==> config.mk <==
export PLATFORM = sky130hd
export DESIGN_NAME = spas_top
export DESIGN_NICKNAME = d
export VERILOG_FILES = /design/src/spas_pkg.sv /design/src/spas_code_if.sv /design/src/spas_sync.sv /design/src/spas_level_quant.sv /design/src/spas_top.sv
export VERILOG_INCLUDE_DIRS = /design/src
export SDC_FILE = /design/constraint.sdc
export NUM_CORES = 1
export LEC_CHECK = 0
export BUFFER_PORTS_ARGS = -buffer_cell sky130_fd_sc_hd__buf_4
export CAP_MARGIN = 20
export CELL_PAD_IN_SITES_DETAIL_PLACEMENT = 1
export CELL_PAD_IN_SITES_GLOBAL_PLACEMENT = 2
export CORE_ASPECT_RATIO = 2
export CORE_UTILIZATION = 35
export CTS_CLUSTER_SIZE = 40
export DETAILED_ROUTE_END_ITERATION = 10
export PLACE_DENSITY_LB_ADDON = 0.3
export SLEW_MARGIN = 5
export SYNTH_ARGS = -nofsm -noshare
export SYNTH_HDL_FRONTEND = slang
export SYNTH_SLANG_ARGS = --single-unit
==> constraint.sdc <==
create_clock -name mclk -period 7.52 [get_ports mclk]
set_input_delay 1.504 -clock mclk [delete_from_list [all_inputs] [get_ports mclk]]
set_output_delay 1.504 -clock mclk [all_outputs]
set_load 0.05 [all_outputs]
==> src/spas_defs.svh <==
`ifndef SPAS_DEFS_SVH
`define SPAS_DEFS_SVH
// Operation
// - open strap means i2c, resistor means rs485
// - answer address 100 plus four configured bits
// - address byte lsb zero writes, one reads
// - accept broadcast address zero, act together
// - broadcast read raises invalid command
// - unit position voltage gives ten codes
// - rack position voltage gives eight codes
// - unit 1-4 rack 1-4 address map
// - unit 1-5 rack 6-8 address map
// - units 6-7 and 8-10 address maps
// - slot interlock gates output power
// - rs485 address is bay, slot, shelf
// - slot voltage gives ten codes, 3.3V none
// - shelf voltage windows give ten codes
// - voltage change command finishes within 60ms
// - software command overrides setpoint pin permanently
// - bias power recycle restores pin control
// - setpoint pin spans 23 to 65 volts
// - pin above 3V or below 0.1V gives 23V
// - rs485 mode ignores the on/off pin

// ****************************************************************
// sampling and code widths
// ****************************************************************
`define SPAS_ADC_W 10
`define SPAS_CODE_W 4
// strap settle wait after reset release, cycles
`define SPAS_STRAP_SETTLE 4'h3

// ****************************************************************
// quantiser windows, 310 counts per volt for unit and rack, code 1 in the low slot
// ****************************************************************
`define SPAS_UNIT_LO {10'h000, 10'h038, 10'h0A3, 10'h109, 10'h16F, \
	10'h1D6, 10'h23C, 10'h2A2, 10'h309, 10'h36F}
`define SPAS_UNIT_HI {10'h037, 10'h0A2, 10'h108, 10'h16E, 10'h1D5, \
	10'h23B, 10'h2A1, 10'h308, 10'h36E, 10'h3D0}
`define SPAS_RACK_LO {10'h000, 10'h04E, 10'h0E9, 10'h174, 10'h1F0, \
	10'h27C, 10'h317, 10'h3B2}
`define SPAS_RACK_HI {10'h04D, 10'h0E8, 10'h173, 10'h1EF, 10'h27B, \
	10'h316, 10'h3B1, 10'h3FF}
// shelf input uses a 33V full scale, 31 counts per volt
`define SPAS_SHELF_LO {10'h2E2, 10'h295, 10'h24D, 10'h203, 10'h1B9, \
	10'h16E, 10'h127, 10'h0E6, 10'h092, 10'h048}
`define SPAS_SHELF_HI {10'h32F, 10'h2DB, 10'h28B, 10'h23A, 10'h1E9, \
	10'h199, 10'h145, 10'h0EB, 10'h0A4, 10'h053}

// ****************************************************************
// position codes and setpoint constants
// ****************************************************************
`define SPAS_CODE_NONE 4'h0
`define SPAS_SLOT_SHORT 4'hA
`define SPAS_VSET_PIN_LO 10'h01F
`define SPAS_VSET_PIN_HI 10'h3A2
`define SPAS_VSET_DEFAULT_MV 16'h59D8
`define SPAS_VSET_SLOPE_Q8 14'h2EB8
`define SPAS_CFG_ADDR_TOP 3'h4
`endif

==> src/spas_pkg.sv <==
package spas_pkg;
	// communications mode fixed by the strap
	typedef enum logic {SPAS_MODE_I2C, SPAS_MODE_RS485} spas_mode_t;
	// strap capture phase
	typedef enum logic [1:0] {SPAS_PH_SETTLE, SPAS_PH_RUN} spas_phase_t;
	typedef logic [3:0] spas_code_t;
	typedef logic [9:0] spas_sample_t;
endpackage

==> src/spas_code_if.sv <==
`timescale 1ns/1ps
`default_nettype none
// sample in, position code out, between top and quantiser
interface spas_code_if;
	spas_pkg::spas_sample_t sample;
	spas_pkg::spas_code_t code;
	modport quant (input sample, output code);
	modport user (output sample, input code);
endinterface
`default_nettype wire

==> src/spas_sync.sv <==
`timescale 1ns/1ps
`default_nettype none
`include "spas_defs.svh"
// two stage synchroniser for pin level inputs
module spas_sync #(
	parameter int W = 1
) (
	// clock and reset
	input wire logic mclk,
	input wire logic reset_n,
	// data
	input wire logic [W-1:0] d,
	output logic [W-1:0] q
);
	logic [W-1:0] meta_q; // first stage, read only by the second
	logic [W-1:0] meta_d;
	logic [W-1:0] sync_d;

	generate
		if (W < 1) begin : g_chk
			$error("spas_sync width must be at least one");
		end
	endgenerate

	// next values are just the shift
	always_comb begin
		meta_d = d;
		sync_d = meta_q;
	end

	// register both stages
	always_ff @(posedge mclk or negedge reset_n) begin
		if (!reset_n) begin
			meta_q <= '0;
			q <= '0;
		end else begin
			meta_q <= meta_d;
			q <= sync_d;
		end
	end
endmodule
`default_nettype wire

==> src/spas_level_quant.sv <==
`timescale 1ns/1ps
`default_nettype none
`include "spas_defs.svh"
// window quantiser: code k when sample lies in window k, else none
module spas_level_quant #(
	parameter int NC = 10,
	parameter logic [NC*10-1:0] LO = '0,
	parameter logic [NC*10-1:0] HI = '0
) (
	// clock and reset
	input wire logic mclk,
	input wire logic reset_n,
	// sample and code
	spas_code_if.quant cif
);
	spas_pkg::spas_code_t code_d;

	generate
		if (NC < 1 || NC > 15) begin : g_chk
			$error("spas_level_quant needs 1 to 15 codes");
		end
	endgenerate

	// windows may leave gaps; a gap reads as no code
	always_comb begin
		code_d = `SPAS_CODE_NONE;
		for (int k = 0; k < NC; k++) begin
			if (cif.sample >= LO[k*10 +: 10] && cif.sample <= HI[k*10 +: 10]) begin
				code_d = 4'(k + 1);
			end
		end
	end

	// registered code
	always_ff @(posedge mclk or negedge reset_n) begin
		if (!reset_n) begin
			cif.code <= `SPAS_CODE_NONE;
		end else begin
			cif.code <= code_d;
		end
	end
endmodule
`default_nettype wire

==> src/spas_top.sv <==
`timescale 1ns/1ps
`default_nettype none
`include "spas_defs.svh"
// address, interlock and setpoint selection of the supply controller
module spas_top (
	// clock and reset (reset is controller bias power)
	input wire logic mclk,
	input wire logic reset_n,
	// digitised position pins, asynchronous
	input wire logic [9:0] unit_pos_sample,
	input wire logic [9:0] rack_pos_sample,
	input wire logic [9:0] slot_pos_sample,
	input wire logic [9:0] shelf_pos_sample,
	input wire logic [9:0] setpoint_pin_sample,
	// control pins, asynchronous
	input wire logic protocol_strap_low,
	input wire logic on_off_n,
	// address byte from serial front end, same clock
	input wire logic addr_byte_valid,
	input wire logic [7:0] addr_byte,
	// software voltage command, same clock
	input wire logic vout_cmd_valid,
	input wire logic [15:0] vout_cmd_mv,
	// mode and addresses
	output logic mode_rs485,
	output logic [3:0] configured_address_bits,
	output logic address_config_valid,
	output logic [3:0] bay_position_code,
	output logic [3:0] slot_position_code,
	output logic [3:0] shelf_position_code,
	output logic rs485_address_valid,
	// address decode answer
	output logic addr_match,
	output logic addr_broadcast,
	output logic addr_read,
	output logic invalid_command,
	// power and setpoint
	output logic power_enable,
	output logic [15:0] setpoint_mv,
	output logic setpoint_sw_override,
	output logic setpoint_update
);
	// ****************************************************************
	// pin synchronisation
	// ****************************************************************
	logic [51:0] pins_raw; // all asynchronous pins
	logic [51:0] pins_s; // after two flops
	logic strap_s; // strap level, synchronised
	logic on_off_n_s; // on/off level, synchronised
	spas_pkg::spas_sample_t setp_s; // setpoint sample, synchronised

	assign pins_raw = {protocol_strap_low, on_off_n, setpoint_pin_sample,
		shelf_pos_sample, slot_pos_sample, rack_pos_sample, unit_pos_sample};

	spas_sync #(.W(52)) u_sync (
		.mclk(mclk),
		.reset_n(reset_n),
		.d(pins_raw),
		.q(pins_s)
	);

	assign strap_s = pins_s[51];
	assign on_off_n_s = pins_s[50];
	assign setp_s = pins_s[49:40];

	// ****************************************************************
	// position quantisers
	// ****************************************************************
	spas_code_if unit_if ();
	spas_code_if rack_if ();
	spas_code_if slot_if ();
	spas_code_if shelf_if ();

	assign unit_if.sample = pins_s[9:0];
	assign rack_if.sample = pins_s[19:10];
	assign slot_if.sample = pins_s[29:20];
	assign shelf_if.sample = pins_s[39:30];

	// unit and slot share the ten-level divider table
	spas_level_quant #(.NC(10), .LO(`SPAS_UNIT_LO), .HI(`SPAS_UNIT_HI)) u_unit_q (
		.mclk(mclk),
		.reset_n(reset_n),
		.cif(unit_if)
	);
	spas_level_quant #(.NC(8), .LO(`SPAS_RACK_LO), .HI(`SPAS_RACK_HI)) u_rack_q (
		.mclk(mclk),
		.reset_n(reset_n),
		.cif(rack_if)
	);
	spas_level_quant #(.NC(10), .LO(`SPAS_UNIT_LO), .HI(`SPAS_UNIT_HI)) u_slot_q (
		.mclk(mclk),
		.reset_n(reset_n),
		.cif(slot_if)
	);
	spas_level_quant #(.NC(10), .LO(`SPAS_SHELF_LO), .HI(`SPAS_SHELF_HI)) u_shelf_q (
		.mclk(mclk),
		.reset_n(reset_n),
		.cif(shelf_if)
	);

	// ****************************************************************
	// strap capture and mode
	// ****************************************************************
	spas_pkg::spas_phase_t phase_q, phase_d;
	spas_pkg::spas_mode_t mode_q, mode_d;
	logic [3:0] settle_q, settle_d; // waits out the synchroniser fill

	// mode is caught once after release; a strap change needs a bias recycle
	always_comb begin
		phase_d = phase_q;
		mode_d = mode_q;
		settle_d = settle_q;
		case (phase_q)
			spas_pkg::SPAS_PH_SETTLE: begin
				if (settle_q == `SPAS_STRAP_SETTLE) begin
					phase_d = spas_pkg::SPAS_PH_RUN;
					// resistor to return pulls the strap low
					mode_d = strap_s ? spas_pkg::SPAS_MODE_RS485 : spas_pkg::SPAS_MODE_I2C;
				end else begin
					settle_d = settle_q + 4'h1;
				end
			end
			spas_pkg::SPAS_PH_RUN: begin
				phase_d = phase_q;
			end
			default: begin
				phase_d = spas_pkg::SPAS_PH_SETTLE;
			end
		endcase
	end

	// register phase and mode
	always_ff @(posedge mclk or negedge reset_n) begin
		if (!reset_n) begin
			phase_q <= spas_pkg::SPAS_PH_SETTLE;
			mode_q <= spas_pkg::SPAS_MODE_I2C;
			settle_q <= 4'h0;
		end else begin
			phase_q <= phase_d;
			mode_q <= mode_d;
			settle_q <= settle_d;
		end
	end

	logic run; // mode valid
	logic rs485; // rs485 mode in force
	assign run = (phase_q == spas_pkg::SPAS_PH_RUN);
	assign rs485 = run && (mode_q == spas_pkg::SPAS_MODE_RS485);

	// ****************************************************************
	// address configuration
	// ****************************************************************
	// returns {valid, address bits}; pairs outside every map are unassigned
	function automatic logic [4:0] spas_map(input logic [3:0] u, input logic [3:0] r);
		logic [7:0] a;
		logic v;
		a = 8'h00;
		v = 1'b0;
		if (u >= 4'h1 && u <= 4'h4 && r >= 4'h1 && r <= 4'h4) begin
			a = 8'(({4'h0, r} - 8'h01) * 8'h04 + ({4'h0, u} - 8'h01));
			v = 1'b1;
		end else if (u >= 4'h1 && u <= 4'h5 && r >= 4'h6 && r <= 4'h8) begin
			a = 8'(({4'h0, r} - 8'h06) * 8'h05 + ({4'h0, u} - 8'h01));
			v = 1'b1;
		end else if (u >= 4'h6 && u <= 4'h7 && r >= 4'h1 && r <= 4'h8) begin
			a = 8'(({4'h0, r} - 8'h01) * 8'h02 + ({4'h0, u} - 8'h06));
			v = 1'b1;
		end else if (u >= 4'h8 && u <= 4'hA && r >= 4'h4 && r <= 4'h8) begin
			a = 8'(({4'h0, r} - 8'h04) * 8'h03 + ({4'h0, u} - 8'h08));
			v = 1'b1;
		end
		return {v, a[3:0]};
	endfunction

	logic [4:0] map_w; // mapped address of current codes
	logic [3:0] cab_d;
	logic cab_v_d;
	logic [3:0] bay_d, slot_d, shelf_d;
	logic rs_v_d;
	logic ilk_ok; // slot interlock satisfied
	logic pwr_d;

	// address, rs485 parts and power gating
	always_comb begin
		map_w = spas_map(unit_if.code, rack_if.code);
		cab_d = map_w[3:0];
		cab_v_d = map_w[4];
		bay_d = unit_if.code;
		slot_d = slot_if.code;
		shelf_d = shelf_if.code;
		rs_v_d = (bay_d != `SPAS_CODE_NONE) && (slot_d != `SPAS_CODE_NONE) &&
			(shelf_d != `SPAS_CODE_NONE);
		// i2c needs a short; in rs485 any slot resistor senses the interlock
		ilk_ok = rs485 ? (slot_if.code != `SPAS_CODE_NONE) :
			(slot_if.code == `SPAS_SLOT_SHORT);
		pwr_d = run && ilk_ok && (rs485 || !on_off_n_s);
	end

	// register address and power outputs
	always_ff @(posedge mclk or negedge reset_n) begin
		if (!reset_n) begin
			configured_address_bits <= 4'h0;
			address_config_valid <= 1'b0;
			bay_position_code <= `SPAS_CODE_NONE;
			slot_position_code <= `SPAS_CODE_NONE;
			shelf_position_code <= `SPAS_CODE_NONE;
			rs485_address_valid <= 1'b0;
			power_enable <= 1'b0;
		end else begin
			configured_address_bits <= cab_d;
			address_config_valid <= cab_v_d;
			bay_position_code <= bay_d;
			slot_position_code <= slot_d;
			shelf_position_code <= shelf_d;
			rs485_address_valid <= rs_v_d;
			power_enable <= pwr_d;
		end
	end

	assign mode_rs485 = rs485;

	// ****************************************************************
	// i2c address decode
	// ****************************************************************
	logic own_hit, bc_hit; // address byte hits
	logic match_d, bcast_d, read_d, inval_d;

	// compares against the registered address, one cycle behind the codes
	always_comb begin
		own_hit = addr_byte_valid && run && !rs485 && address_config_valid &&
			(addr_byte[7:5] == `SPAS_CFG_ADDR_TOP) &&
			(addr_byte[4:1] == configured_address_bits);
		bc_hit = addr_byte_valid && run && !rs485 && (addr_byte[7:1] == 7'h00);
		match_d = own_hit || bc_hit;
		bcast_d = bc_hit;
		read_d = match_d && addr_byte[0];
		inval_d = bc_hit && addr_byte[0];
	end

	// one-cycle answer pulses
	always_ff @(posedge mclk or negedge reset_n) begin
		if (!reset_n) begin
			addr_match <= 1'b0;
			addr_broadcast <= 1'b0;
			addr_read <= 1'b0;
			invalid_command <= 1'b0;
		end else begin
			addr_match <= match_d;
			addr_broadcast <= bcast_d;
			addr_read <= read_d;
			invalid_command <= inval_d;
		end
	end

	// ****************************************************************
	// setpoint selection
	// ****************************************************************
	logic ovr_d; // software has taken over
	logic [15:0] sw_mv_q, sw_mv_d;
	logic [9:0] pin_off; // pin sample above the low knee
	logic [23:0] prod; // offset times slope, q8
	logic [15:0] pin_mv; // analog setpoint
	logic [15:0] sp_d;

	// only reset, i.e. a bias recycle, gives the pin back
	always_comb begin
		ovr_d = setpoint_sw_override || vout_cmd_valid;
		sw_mv_d = vout_cmd_valid ? vout_cmd_mv : sw_mv_q;
		pin_off = setp_s - `SPAS_VSET_PIN_LO;
		prod = {14'h0000, pin_off} * {10'h000, `SPAS_VSET_SLOPE_Q8};
		if (setp_s < `SPAS_VSET_PIN_LO || setp_s > `SPAS_VSET_PIN_HI) begin
			pin_mv = `SPAS_VSET_DEFAULT_MV;
		end else begin
			pin_mv = `SPAS_VSET_DEFAULT_MV + prod[23:8];
		end
		// command takes effect on the next edge, far inside 60ms
		sp_d = ovr_d ? sw_mv_d : pin_mv;
	end

	// register setpoint state
	always_ff @(posedge mclk or negedge reset_n) begin
		if (!reset_n) begin
			setpoint_sw_override <= 1'b0;
			sw_mv_q <= `SPAS_VSET_DEFAULT_MV;
			setpoint_mv <= `SPAS_VSET_DEFAULT_MV;
			setpoint_update <= 1'b0;
		end else begin
			setpoint_sw_override <= ovr_d;
			sw_mv_q <= sw_mv_d;
			setpoint_mv <= sp_d;
			setpoint_update <= (sp_d != setpoint_mv);
		end
	end
endmodule
`default_nettype wire

======== Word-level counts from Yosys, hierarchy flattened ========
Cells that the tools add are included.
storage, ports and cells
  bits in registers ....................... 184
  input bits .............................. 80
  output and inout bits ................... 42
  logic and storage cells ................. 269
cells by class
  $add $sub $neg .......................... 13
  $mul .................................... 3
  $lt $le $gt $ge ......................... 90
  equal/unequal tests ..................... 7
  multiplexer cells ....................... 53
  bitwise logic cells ..................... 2
  reductions and logical operators ........ 77
operators by type and width
  cell                    count
  $le 10x10->1 const B    18
  $mux 4                  38
  $ge 10x10->1 const B    15
  $ge 10x9->1 const B     11
  $le 10x9->1 const B     11
  $logic_and 1x1->1       63
  $ge 10x8->1 const B     5
  $le 10x8->1 const B     5
  $mux 16                 3
  $ge 10x1->1 const B     3
  $mul 10x11->21 const B  1
  $ge 10x6->1 const B     2
  $ge 10x7->1 const B     2
  $le 10x6->1 const B     2
  $le 10x7->1 const B     2
  $add 15x16->16 const A  1
  $add 4x4->4             4
  $le 4x3->1 const B      4
  $ne 16x16->1            1
  $ge 4x3->1 const B      3
  $reduce_bool 4->1       3
  $gt 10x10->1 const B    1
  $lt 10x5->1 const B     1
  $mux 1                  10
  26 further kinds        36

======== Depth between registers and ports, before layout ========
  word-level depth ........................ 12
  depth in mapped cells ................... 31
  mapped depth without buffers ............ 31

======== Hierarchy ========
A second synthesis with hierarchy kept.
unflattened totals
  cell total of the unflattened synthesis .. 941
  area total of the unflattened synthesis .. 10,570.1 um2
by module, submodules not included
  module                            times used  cells an instance  area each (um2)
  spas_top                          1           631                6,343.6
  spas_sync                         1           104                2,602.5
  spas_level_quant at u_slot_q ...  2           48                 402.9
  spas_level_quant at u_shelf_q     1           73                 509.2
  spas_level_quant at u_rack_q      1           37                 309.0

======== Least setup slack after synthesis ========
Ideal clock, no wire load.
  path kind ............................... flip-flop to flip-flop
  from .................................... register u_sync.q[40]
  to ...................................... register setpoint_update
  data arrival time ....................... 6.954 ns
  setup slack ............................. 0.427 ns
  stages on the path, launching flop included .. 32
  buffers on the path ..................... 0
  cell sequence ........................... dfrtp_1 ha_1 a41oi_1 nand2_1 xor2_1 inv_1 ha_1 ha_1 inv_1 fa_1 inv_1 fa_1 inv_1 fa_1 inv_1 ha_1 and3_1 nand2b_1 or3_1 nand2_1 ha_1 nor2_1 a221oi_1 o21ai_0 or3_1 a2111oi_4 nand2b_4 a21o_4 mux2_4 a21oi_2 o31a_1 o2111ai_1
on the way
  longest elaborated chain between the ends .. 6
  elaborated cells on any way between the ends .. 9
  classes of those cells .................. add/sub: 2; mul: 1; order compare: 2; eq/ne: 1; mux: 2; reduce/logical: 1
ends and longest elaborated chain
  item                      line             source
  from (decl)               spas_sync.sv:13  output logic [W-1:0] q
  from (signal assigned)    spas_sync.sv:38  q <= sync_d;
  $sub 10x5->10 (no line)   -
  $mul 10x11->21            spas_top.sv:270  prod = {14'h0000, pin_off} * {10'h000, `SPAS_VSET_SLOPE_Q8};
  $add 15x16->16 (no line)  -
  $mux 16 (*)               spas_top.sv:271  if (setp_s < `SPAS_VSET_PIN_LO || setp_s > `SPAS_VSET_PIN_HI) begin
  $mux 16 (*)               spas_top.sv:277  sp_d = ovr_d ? sw_mv_d : pin_mv;
  $ne 16x16->1 (*)          spas_top.sv:291  setpoint_update <= (sp_d != setpoint_mv);
  to (signal assigned)      spas_top.sv:291
  to (decl)                 spas_top.sv:41   output logic setpoint_update
Every way passes the cells marked *; elsewhere a longest branch is shown, timed or not.
A chain may end at the register's enable or synchronous reset.

======== Final worst setup path ========
Same ends and word-level chain as after synthesis.

==> metrics.md <==
| Metric | Value |
|---|---|
| Commonest non-fill, non-tap cells in the layout | `dfrtp_1 (165), buf_4 (152), inv_1 (94), ha_1 (86), a21oi_1 (51)` |
| Hpwl dp | `23900 µm` |
| Synth Flop Type | `dfrtp_1` |
| CP Capture Type | `flip-flop` |
| CTS Buf Count | `17` |
| Simple-gate share of the synthesized area | `11.2%` |
| Initial Util | `35.6%` |
| First-pass GRT wire length | `45500 µm` |
| Adder-cell share of the synthesized area | `18.4%` |
| CTS H-tree depth | `4` |
| Total gr overflow | `0` |
| DRT Pass-1 Iters | `4` |
| Seq/Total Area, Yosys | `43.8%` |
| Mapped Nets | `1168` |
| Worst skew pair latency | `0.45 ns` |
| Floorplan core area | `29500 µm²` |
| Syn Inst Count | `957` |
| Worst setup SP type | `flip-flop` |
| Syn avg cell area | `11.0 µm²` |
| Clock Tree Buf Depth | `2` |
| Die Y | `247 µm` |
| Vias | `7754` |
| Critical path class | `flip-flop to flip-flop` |
| Fillers | `3215` |
| Row cnt | `89` |
| Synth unique cells | `82` |
| CP Data Required Time | `7.82 ns` |
| Period utilisation layout | `97.4%` |
| Max-cap violations | `0` |
| Crit path time final | `7.33 ns` |
| Synth Register Bits | `183` |
| CP arrival | `7.63 ns` |
| Yosys warnings | `0` |
| Mux cell area share after synthesis | `2.72%` |
| Max frequency | `136 MHz` |
| # nets final | `1313` |
| Drt drc | `0` |
| Outcome | `complete, no violations` |
| N_diodes | `0` |
| Clock sinks | `183` |
| Number of port buffers | `121` |
| Synth Area in Compound Gates | `13.8%` |
| Die Footprint | `30700 µm²` |
| Final setup violation count | `0` |
| Initial antenna violation count | `0` |
| Dpl ws | `-0.152 ns` |
| Routed len/inst | `19.8 µm` |
| Number of global-route vias before repair | `8549` |
| Clock Skews | `0.0153 ns` |
| Rel. slew slack | `45.6%` |
| RePlAce Congestion | `0.876` |
| Worst-margin pin slew | `0.815 ns` |
| CTS tree | `done` |
| # hold bufs at CTS | `0` |
| Final-report max-slew violation count | `0` |
| Final Hold Vio Count | `0` |
| GR Util All Layers | `19.8%` |
| Crit Path Max Fanout | `10` |
| CTS Root Cell | `clkbuf_16` |
| Final wirelength | `29300 µm` |
| Min-delay worst type | `flip-flop to flip-flop` |
| Most common cell after layout, fill and taps aside | `dfrtp_1` |
| Vias per inst | `5.24` |
| Largest net degree at the start of global routing | `102` |
| Fraction of registers with async set/reset | `100%` |
| Post-synth EDFFs | `0` |
| Area of the mapped netlist | `10500 µm²` |
| Main combinational cell family by area after synthesis | `adder cells` |
| Setup TNS | `0 ns` |
| Final setup margin | `0.192 ns` |
| DRT iter0 DRCs | `252` |
| Clock transition at the registers of the reported paths | `0.08 ns` |
| Die width | `124 µm` |
| Ratio of cells with drive above 1 in the final layout | `24.2%` |
| Area Growth Syn to Fin | `21.6%` |
| Post-Synth XOR/XNOR Area | `5.34%` |
| Antenna Violating Nets Remaining | `0` |
| IO Pins | `122` |
==> cell usage after synthesis (all sizes together), types with 7 or more instances <==
master | count | area [µm²]
nor3 | 19 | 95.1
and2 | 7 | 43.8
dfrtp | 167 | 4180
or4 | 7 | 52.6
nand4 | 8 | 50.1
mux2 | 17 | 195
o31ai | 7 | 52.6
o21ai | 27 | 139
clkbuf | 21 | 80.1
a211oi | 7 | 57.6
nor4 | 10 | 62.6
or3 | 9 | 57.6
a21o | 15 | 121
xor2 | 26 | 228
nand2 | 49 | 184
dfstp | 16 | 420
mux2i | 9 | 90.1
nor2b | 7 | 43.8
nand2b | 12 | 82.6
nand3 | 29 | 150
nor2 | 49 | 184
a21oi | 54 | 278
inv | 96 | 360
xnor2 | 38 | 333
fa | 39 | 781
a31oi | 13 | 81.3
ha | 92 | 1150
buf | 7 | 52.6
==> per-layer routing <==
layer	track usage [%]	vias up	routed length, µm
met2	41.9	151	18100
met1	16.6	3884	9050
li1	-	3657	-
met5	0	-	0
met4	11.8	0	1540
met3	2.62	62	597
==> path summary, 6_finish.rpt <==
kind	startpoint	endpoint	slack [ns]	depth (start not counted)
max reg2reg	u_sync.q[40]$_DFF_PN0_	setpoint_update$_DFF_PN0_	0.19	27
min reg2reg	u_sync.meta_q[30]$_DFF_PN0_	u_sync.q[30]$_DFF_PN0_	0.35	0
min	u_sync.meta_q[30]$_DFF_PN0_	u_sync.q[30]$_DFF_PN0_	0.35	0
max	u_sync.q[40]$_DFF_PN0_	setpoint_update$_DFF_PN0_	0.19	27
min in group asynchronous	reset_n	u_sync.meta_q[16]$_DFF_PN0_	1.12	1
max in group asynchronous	reset_n	setpoint_mv[4]$_DFF_PN1_	5.06	3
==> layout make-up <==
type / instances / area, µm² / area share (%)
Timing Repair Buffer: 154 / 1180 / 9.27
Clock inverter: 15 / 141 / 1.11
Inverter: 96 / 360 / 2.83
Clock buffer: 17 / 425 / 3.34
Multi-Input combinational cell: 650 / 5590 / 43.8
Tap cell: 364 / 455 / 3.57
Sequential cell: 183 / 4600 / 36.1
==> critical path: stages (launching register included) <==
cell       delay (ns)
dfrtp_1          0.39
buf_4            0.16
nand2_1          0.08
nor2_2           0.06
nor3_2           0.25
xor2_2           0.29
buf_4            0.18
inv_1            0.06
fa_1             0.53
inv_1            0.05
fa_1             0.47
fa_1             0.51
inv_1            0.06
fa_1             0.53
inv_1            0.05
fa_1             0.39
ha_1             0.42
and4_1           0.29
and3_4           0.20
a211oi_2         0.32
xnor2_1          0.23
a2111oi_4        0.47
nand2b_4         0.23
a21o_4           0.15
mux2_4           0.32
a21oi_4          0.18
o31a_1           0.17
o2111ai_2        0.13
==> flip-flops by register name, indices dropped and copies added, names as in the netlist, 4 cells and up <==
register                 count
u_sync.q                    52
u_rack_q.cif.code            4
sw_mv_q                     16
u_slot_q.cif.code            4
u_unit_q.cif.code            4
u_shelf_q.cif.code           4
configured_address_bits      4
shelf_position_code          4
bay_position_code            4
setpoint_mv                 16
slot_position_code           4
settle_q                     4
u_sync.meta_q               52
==> what timing repair did <==
action | 4_1_cts | 5_1_grt
endpoints found under the setup margin | 2 | 2
resized for setup | 2 | 30
setup buffers | 0 | 9
pin swaps | 0 | 19
==> through the flow <==
| step | utilization [%] | cells | hold slack [ns] | cell area, µm² |
|---|---|---|---|---|
| 2_1_floorplan | - | 957 | 0.331 | 10500 |
| 6_report | 43.2 | 1479 | 0.349 | 12800 |
| 3_5_place_dp | 40.3 | 1437 | 0.336 | 11900 |
| 5_1_grt | 43.2 | 1479 | 0.353 | 12800 |
| 3_3_place_gp | 40.3 | 1437 | 0.332 | 11900 |
| 4_1_cts | 42.3 | 1469 | 0.348 | 12500 |
==> logic make-up (layout without fill, tap and decap cells) <==
logic type,count (synthesis),in the layout
fa+ha+maj,131,131
xor+xnor,64,64
simple gates,228,228
flops,183,183
compound gates,201,201
mux,26,26
buf+inv,124,282
Power is left out: the tool's default activity adds up to more than one toggle a clock period on the data nets, which glitch-free logic cannot reach.
